===== src/hdl/osm_pkg.sv =====
// package for the output alignment and silence controller
// assumes one core clock standing in for the shared pll output clock
package osm_pkg;
    localparam int          NUM_CH         = 6;
    localparam int          NUM_PD         = 4;
    localparam int          NUM_PIN        = 2;
    localparam logic [4:0]  PIN_MODE_ALIGN = 5'h1F;
    localparam logic [11:0] DIV_BYPASS     = 12'h001;
    localparam logic [11:0] DIV_RESET      = 12'h000;
    localparam logic [1:0]  SE_NORMAL      = 2'h0;
    localparam logic [1:0]  SE_INVERT      = 2'h1;
    localparam logic [1:0]  SE_HIZ         = 2'h2;
    localparam logic [1:0]  SE_LOW         = 2'h3;
    localparam logic [2:0]  FMT_OFF        = 3'h0;
    localparam logic [2:0]  FMT_CMOS       = 3'h4;
    typedef enum logic [1:0] {
        OSM_RUN  = 2'b00,
        OSM_HOLD = 2'b01,
        OSM_REL  = 2'b11
    } osm_state_e;
endpackage : osm_pkg


===== src/hdl/osm_core.sv =====
// output alignment group control, pin or software trigger, unlock silencing,
// frame-reference replica to pins and per-output driver format control
// assumes clk is the shared pll output clock; pin inputs are asynchronous
`timescale 1ns/10ps
`default_nettype none

// Overview of operation
// group dividers leave reset on same cycle
// group membership needs four enables, frame-ref one only when in use
// trigger from mode-31 pin or software bit
// asserted: hold enabled dividers, outputs low
// release common-pll outputs phase aligned
// non-enabled channels ignore alignment events
// outputs from held post-divider are invalid
// non-enabled post-dividers keep running
// bypass dividers never gated by alignment
// pin polarity decode; software high asserts
// mute enabled output when source invalid
// mute disabled output never silenced on unlock
// auto-mute start glitchless after lock
// replica needs pin enable and source
// replica tapped after static delay
// replica is continuous, never pulsed
// cmos legs: normal, invert, hiz, low
// cmos format only on channels 0, 1
// per-output format; off saves power
// held alignment keeps outputs low
// divider powered down when drivers off
// trigger ored and pin synchronised
// silence enters and leaves at clock low
module osm_core
    import osm_pkg::*;
(
    input  wire logic                   clk,
    input  wire logic                   rst,
    input  wire logic [NUM_PIN-1:0]     pin_in,
    input  wire logic [NUM_PIN*5-1:0]   pin_function_select,
    input  wire logic [NUM_PIN-1:0]     pin_polarity_invert,
    input  wire logic [NUM_PIN-1:0]     pin_output_enable,
    input  wire logic                   software_align_trigger,
    input  wire logic                   global_align_enable,
    input  wire logic [NUM_CH-1:0]      divider_align_enable,
    input  wire logic [NUM_CH-1:0]      frame_ref_divider_align_enable,
    input  wire logic [NUM_CH-1:0]      frame_ref_in_use,
    input  wire logic [NUM_CH*2-1:0]    channel_source_select,
    input  wire logic [NUM_PD-1:0]      post_divider_align_enable,
    input  wire logic [NUM_CH*12-1:0]   divider_value,
    input  wire logic [NUM_CH-1:0]      mute_enable,
    input  wire logic [NUM_PD-1:0]      silence_on_analog_loop_unlock,
    input  wire logic [NUM_PD-1:0]      silence_on_digital_loop_unlock,
    input  wire logic [NUM_PD-1:0]      silence_on_digital_phase_unlock,
    input  wire logic [NUM_PD-1:0]      analog_lock,
    input  wire logic [NUM_PD-1:0]      digital_lock,
    input  wire logic [NUM_PD-1:0]      digital_phase_lock,
    input  wire logic [NUM_CH-1:0]      channel_clock,
    input  wire logic [NUM_CH-1:0]      static_delay_frame_ref,
    input  wire logic [NUM_CH-1:0]      frame_ref_pin_replica_enable,
    input  wire logic [NUM_CH*6-1:0]    output_format,
    input  wire logic [7:0]             cmos_leg_mode,
    output logic                        align_active,
    output logic [NUM_PD-1:0]           post_divider_reset,
    output logic [NUM_CH-1:0]           divider_reset,
    output logic [NUM_CH-1:0]           divider_power_down,
    output logic [NUM_CH*2-1:0]         driver_enable,
    output logic [NUM_CH*2-1:0]         driver_data,
    output logic [3:0]                  cmos_leg_out,
    output logic [3:0]                  cmos_leg_oe,
    output logic [NUM_PIN-1:0]          pin_out,
    output logic [NUM_PIN-1:0]          pin_oe
);

    logic [NUM_PIN-1:0] pin_meta;
    logic [NUM_PIN-1:0] pin_sync;
    logic [NUM_PIN-1:0] pin_hit;
    logic               align_req;
    osm_state_e         state;
    osm_state_e         next_state;
    logic [NUM_PD-1:0]  pd_invalid;
    logic [NUM_CH-1:0]  member;
    logic [NUM_CH-1:0]  hold;
    logic [NUM_CH-1:0]  src_held;
    logic [NUM_CH-1:0]  silence;
    logic [NUM_CH-1:0]  gate;
    logic [NUM_CH-1:0]  clk_d;
    logic [NUM_CH-1:0]  fmt_on;
    logic               replica_src;
    logic               replica_q;
    logic [1:0]         cmos_on;

    // two-stage pin synchroniser
    always_ff @(posedge clk or posedge rst)
    begin
        if (rst)
        begin
            pin_meta <= '0;
            pin_sync <= '0;
        end
        else
        begin
            pin_meta <= pin_in;
            pin_sync <= pin_meta;
        end
    end

    genvar g;
    generate
        for (g = 0; g < NUM_PIN; g++)
        begin : g_pin
            // polarity decode of the pin level
            assign pin_hit[g] = (pin_function_select[g*5 +: 5] == PIN_MODE_ALIGN)
                                && (pin_sync[g] ^ pin_polarity_invert[g]);
        end
    endgenerate

    // pin or software trigger
    assign align_req = (|pin_hit) | software_align_trigger;

    // hold lasts as long as the trigger does
    always_comb
    begin
        next_state = state;
        unique case (state)
            OSM_RUN:  if (align_req) next_state = OSM_HOLD;
            OSM_HOLD: if (!align_req) next_state = OSM_REL;
            OSM_REL:  next_state = align_req ? OSM_HOLD : OSM_RUN;
            default:  next_state = OSM_RUN;
        endcase
    end

    always_ff @(posedge clk or posedge rst)
    begin
        if (rst)
            state <= OSM_RUN;
        else
            state <= next_state;
    end

    assign align_active = (state == OSM_HOLD);

    // only align-enabled post-dividers are held
    assign post_divider_reset = align_active && global_align_enable
                                ? post_divider_align_enable : '0;

    generate
        for (g = 0; g < NUM_PD; g++)
        begin : g_pd
            // unlock sources by their silence controls
            assign pd_invalid[g] = (silence_on_analog_loop_unlock[g] & ~analog_lock[g])
                                 | (silence_on_digital_loop_unlock[g] & ~digital_lock[g])
                                 | (silence_on_digital_phase_unlock[g]
                                    & ~digital_phase_lock[g]);
        end
        for (g = 0; g < NUM_CH; g++)
        begin : g_ch
            logic [1:0] src;
            logic [2:0] fa;
            logic [2:0] fb;
            assign src = channel_source_select[g*2 +: 2];
            assign fa  = output_format[g*6 +: 3];
            assign fb  = output_format[g*6+3 +: 3];
            // four enables to join the group; frame-ref one only when in use
            assign member[g] = divider_align_enable[g] && global_align_enable
                && post_divider_align_enable[src]
                && (!frame_ref_in_use[g] || frame_ref_divider_align_enable[g]);
            // unaligned or bypass channels untouched
            assign hold[g] = align_active && member[g]
                             && (divider_value[g*12 +: 12] != DIV_BYPASS);
            // held post-divider makes the source invalid
            assign src_held[g] = post_divider_reset[src];
            // unlock silence only when mute enabled
            assign silence[g] = hold[g] || src_held[g]
                                || (mute_enable[g] && pd_invalid[src]);
            // format off, cmos only on 0 and 1
            // channels 0 and 1 have one driver; cmos asked of a wide bank counts as off
            assign driver_enable[g*2 +: 2] = {g >= 2 && fb != FMT_OFF && fb != FMT_CMOS,
                                              fa != FMT_OFF && (g < 2 || fa != FMT_CMOS)};
            assign fmt_on[g] = |driver_enable[g*2 +: 2];
            // divider powered down with its drivers
            assign divider_power_down[g] = !fmt_on[g];
        end
    endgenerate

    // one shared edge drives every group reset
    always_ff @(posedge clk or posedge rst)
    begin
        if (rst)
            divider_reset <= '0;
        else
            divider_reset <= hold;
    end

    // gate changes only while the clock is low
    always_ff @(posedge clk or posedge rst)
    begin
        if (rst)
        begin
            gate  <= '1;
            clk_d <= '0;
        end
        else
        begin
            clk_d <= channel_clock;
            for (int i = 0; i < NUM_CH; i++)
                if (!channel_clock[i])
                    gate[i] <= silence[i];
        end
    end

    // held or muted outputs forced low
    always_ff @(posedge clk or posedge rst)
    begin
        if (rst)
            driver_data <= '0;
        else
            for (int i = 0; i < NUM_CH; i++)
                driver_data[i*2 +: 2] <= {2{clk_d[i] & ~gate[i]}};
    end

    // legs exist only while a low channel is in cmos format
    assign cmos_on = {output_format[8:6] == FMT_CMOS, output_format[2:0] == FMT_CMOS};

    // per-leg follow, invert, release or static low
    always_ff @(posedge clk or posedge rst)
    begin
        if (rst)
        begin
            cmos_leg_out <= '0;
            cmos_leg_oe  <= '0;
        end
        else
            for (int i = 0; i < 4; i++)
            begin
                cmos_leg_oe[i] <= cmos_on[i/2] && (cmos_leg_mode[i*2 +: 2] != SE_HIZ);
                // a silenced leg sits low even when inverted, like the differential pair
                unique case (cmos_leg_mode[i*2 +: 2])
                    SE_NORMAL: cmos_leg_out[i] <= cmos_on[i/2] & clk_d[i/2] & ~gate[i/2];
                    SE_INVERT: cmos_leg_out[i] <= cmos_on[i/2] & ~clk_d[i/2] & ~gate[i/2];
                    SE_HIZ,
                    SE_LOW:    cmos_leg_out[i] <= 1'b0;
                endcase
            end
    end

    // continuous replica from static-delay tap
    assign replica_src = |(frame_ref_pin_replica_enable & frame_ref_in_use
                           & static_delay_frame_ref);

    always_ff @(posedge clk or posedge rst)
    begin
        if (rst)
        begin
            replica_q <= 1'b0;
            pin_out   <= '0;
            pin_oe    <= '0;
        end
        else
        begin
            replica_q <= replica_src;
            pin_out   <= {NUM_PIN{replica_q}} & pin_output_enable;
            pin_oe    <= pin_output_enable
                         & {NUM_PIN{|(frame_ref_pin_replica_enable & frame_ref_in_use)}};
        end
    end

    // group dividers held while aligning
    property p_hold_reset;
        @(posedge clk) disable iff (rst)
        hold[0] |=> divider_reset[0];
    endproperty
    a_hold_reset: assert property (p_hold_reset) else $error("held divider not reset");

    // whole group leaves reset on one edge
    property p_group_release;
        @(posedge clk) disable iff (rst)
        $fell(align_active) |=> (divider_reset == '0);
    endproperty
    a_group_release: assert property (p_group_release)
        else $error("group release not simultaneous");

    // bypass divider never held
    property p_bypass_free;
        @(posedge clk) disable iff (rst)
        (divider_value[11:0] == DIV_BYPASS) |=> !divider_reset[0];
    endproperty
    a_bypass_free: assert property (p_bypass_free)
        else $error("bypass divider held");

    // unaligned channel never held
    property p_unaligned_free;
        @(posedge clk) disable iff (rst)
        !divider_align_enable[0] |=> !divider_reset[0];
    endproperty
    a_unaligned_free: assert property (p_unaligned_free)
        else $error("unaligned divider held");

    // hold needs a standing trigger
    property p_hold_needs_request;
        @(posedge clk) disable iff (rst)
        !align_req |=> !align_active;
    endproperty
    a_hold_needs_request: assert property (p_hold_needs_request)
        else $error("hold without trigger");

    // gate moves only after a low clock
    property p_gate_at_low;
        @(posedge clk) disable iff (rst)
        $changed(gate[0]) |-> !$past(channel_clock[0]);
    endproperty
    a_gate_at_low: assert property (p_gate_at_low)
        else $error("gate moved while clock high");

endmodule : osm_core

`default_nettype wire


===== config.mk =====
export PLATFORM = sky130hd
export DESIGN_NAME = osm_core
export DESIGN_NICKNAME = d
export VERILOG_FILES = /design/src/hdl/osm_pkg.sv /design/src/hdl/osm_core.sv
export SDC_FILE = /design/constraint.sdc
export NUM_CORES = 1
export LEC_CHECK = 0
export BUFFER_PORTS_ARGS = -buffer_cell sky130_fd_sc_hd__buf_2
export CAP_MARGIN = 15
export CORE_AREA = 2 2 106 108
export CTS_BUF_LIST = sky130_fd_sc_hd__clkbuf_4 sky130_fd_sc_hd__clkbuf_8
export DETAILED_ROUTE_END_ITERATION = 16
export DIE_AREA = 0 0 108 110
export GPL_TIMING_DRIVEN = 0
export SLEW_MARGIN = 30
export SYNTH_ARGS = -nofsm -noshare
export SYNTH_HDL_FRONTEND = slang
export SYNTH_SLANG_ARGS = --single-unit

===== constraint.sdc =====
create_clock -name clk -period 1.6 [get_ports clk]
set_input_delay 0.16 -clock clk [delete_from_list [all_inputs] [get_ports clk]]
set_output_delay 0.16 -clock clk [all_outputs]
set_load 0.005 [all_outputs]

==> impl_results.md <==
- Status: finished clean
- Bufs on Longest Clock Path: 2
- CP Buf/Inv Count: 1
- Crit path from: state[0]
- Fin crit period: 1.51 ns
- Worst setup path class: reg -> out
- Max_cap viols: 0
- Final setup fails: 0
- Final period util: 94.6%
- Reg-to-Reg Start: state[1]
- Seq/Total Area, Yosys: 44.0%
- Vias post-DR: 3026
- Port Buf Inserts: 254
- Post-layout instance area: 4160 um2
- Distinct cells, synth: 36
- Routability Congestion: 0.796
- Clock latency on the worst-skew pair: 0.30 ns
- Vias in the first global route: 2969
- Post-synth EDFFs: 0
- Pwr per Cell Area: 691 nW/um2
- Initial DRC count: 69
- Post-route ant nets: 0
- Maximum vdd drop: 0.463 mV
- Total CTS buffers: 5
- Critical Path Source Type: flop
- Final Total Pwr: 2870 uW
- Die X: 108 um
- Synth top area cells: dfrtp_1, dfstp_2, nor4_1
- Largest net degree at the start of global routing: 27
- Min-delay src: cmos_leg_mode[7]
- Area Growth Syn to Fin: 68.8%
- Slew Limit Fails: 0
- Hold Violations, Final: 0
- H-tree Lvls: 2
- Core box area: 10700 um2
- Pre-antenna DRT Iters: 4
- Number of I/O pins: 271
- Filler Cell Count: 1133
- Congestion Overflow GR: 0
- Ant. Diodes: 0
- Initial antenna violation count: 0
- Number of vias per cell: 4.52
- Worst path required time: 1.44 ns
- Post-synth top area cell: dfrtp_1
- Syn avg cell area: 9.67 um2
- First-pass GRT wire length: 14600 um
- Ys async rst share: 100%
- Final WL: 10300 um
- Relative slew slack: 44.3%
- FMAX: 661 MHz
- Clock sinks: 43
- Yosys Warn Count: 0
- Setup_tns: 0 ns
- Post-DP HPWL: 8870 um
- Wirelength per Cell: 15.4 um
- CP Cell Sequence: nor2b_4 -> and2_2 -> and2_1 -> buf_2
- Post-DP Area: 3940 um2
- Cell family with most CP delay: simple AND/OR/NAND/NOR gates
- Critical-path top delay cell: dfrtp_1
- Endpoint type of the worst setup path: output port
- Area of the mapped netlist: 2460 um2
- Setup Skew: 0.00706 ns
- CTS tree: yes
- Die area: 11900 um2
- RSZ-0062 raised after global routing: false
- Arrival time worst endpoint: 1.35 ns
- Worst-Margin Slew: 0.835 ns
- Max incr delay on CP: 0.39 ns
- DR DRC count: 0
- Reg clk slew, reported paths: 0.09 ns
- Seq cells post-synth: 43
- Synth top cells by count: dfrtp_1, inv_1, nor4_1, nor2_1, nand2_1
- Cell with the most instances after synthesis: dfrtp_1
- Rows: 38
- Area share of the largest cell type after synthesis: 37.6%
- Share of layout cells above drive strength 1: 56.4%
- Worst Path Max Fanout: 6
- Ys flop type: dfrtp_1
- Hold Crit Class: in -> reg
- Initial Util: 23.0%
- Cells after Synth: 255
- GRT Total Usage: 16.5%
- Chip Height: 110 um
- Leakage power total: 0.00229 uW
- Final nets: 747
- Root Driver: clkbuf_8
-- repair_timing --
item	4_1_cts	5_1_grt
resized for setup	4	1
setup buffers	2	0
hold endpoints to repair	22	0
hold buffers	9	0
setup endpoints to repair	4	1
-- layer usage --
layer / track usage [%] / wire length [um] / vias to the layer above / part of all wire (%)
met5: 0 / 0 / - / 0
met4: 3.66 / 123 / 0 / 1.2
met1: 17.5 / 3760 / 1393 / 36
met2: 33.1 / 5610 / 153 / 54
met3: 3.64 / 806 / 10 / 7.8
li1: - / - / 1470 / -
-- path summary, 6_finish.rpt --
| path | to | slack [ns] | cells after the start |
|---|---|---|---|
| worst max-delay path | post_divider_reset[2] | 0.09 | 4 |
| worst min-delay path | cmos_leg_out[3] | 0.02 | 2 |
| worst max register to register | gate[4] | 0.22 | 5 |
| worst min register to register | pin_sync[1] | 0.36 | 0 |
| max in group asynchronous | gate[3] | 0.64 | 4 |
| min in group asynchronous | clk_d[2] | 0.40 | 3 |
-- worst reg2reg max path, cell delays in order, from the launching register on --
cell	delay [ns]
dfrtp_1	0.41
nor2b_4	0.13
and2_2	0.22
buf_4	0.16
nand2_1	0.15
a41oi_1	0.23
-- area by class of cell --
class / instances / area, um2 / area share, %
Timing Repair Buffer: 267 / 1400 / 33.7
Buffer: 8 / 60.1 / 1.44
Sequential cell: 43 / 1080 / 26.0
Tap cell: 140 / 175 / 4.21
Inverter: 32 / 120 / 2.89
Multi-Input combinational cell: 172 / 1210 / 29.0
Clock inverter: 3 / 43.8 / 1.05
Clock buffer: 5 / 68.8 / 1.65
-- kinds of logic after synthesis --
family	after synthesis	share of synthesized area [%]
and+or+nand+nor	116	26.3
other	1	0.152
xor gates and xnor gates	6	2.13
adders and majority gates	1	0.406
muxes	6	5.48
AOI/OAI and AO/OA	41	14.1
DFF	43	44.0
buffers and inverters	41	7.51
-- flip-flops by register name, summed over array words and instances, names as in the netlist --
name and count:
pin_sync 2, pin_oe 2, driver_data 6, pin_out 2, cmos_leg_out 4, cmos_leg_oe 4
divider_reset 6, clk_d 6, gate 6, replica_q 1, state 2, pin_meta 2
-- placed cells by master (no fill, tap or decap), types with 8 or more instances in the layout --
cell           netlist  routed
nand2_1             15      15
nor4_1              22      22
and3_1               9       9
inv_1               30      29
or2_2                8       8
dfrtp_1             37      37
nor2_1              18      18
nor2b_1             10       9
and2_1               9       8
buf_2                1     255
dlygate4sd3_1        0       9
buf_4                8      10
-- metrics by stage --
step,hold WS [ns],util (%),setup slack [ns],std cells
6_report,0.0223,38.9,0.0871,670
5_1_grt,0.00500,38.9,0.0194,670
4_1_cts,0.00490,39.0,0.0307,671
3_5_place_dp,0.194,36.8,0.0735,652
3_3_place_gp,0.271,36.6,-0.192,650
2_1_floorplan,0.191,-,0.408,256
-- power breakdown --
part	switching [uW]	total, uW	internal (uW)
clock	409	874	466
combinational	345	776	431
sequential	40.0	1220	1180
(Power assumes the default switching activity.)
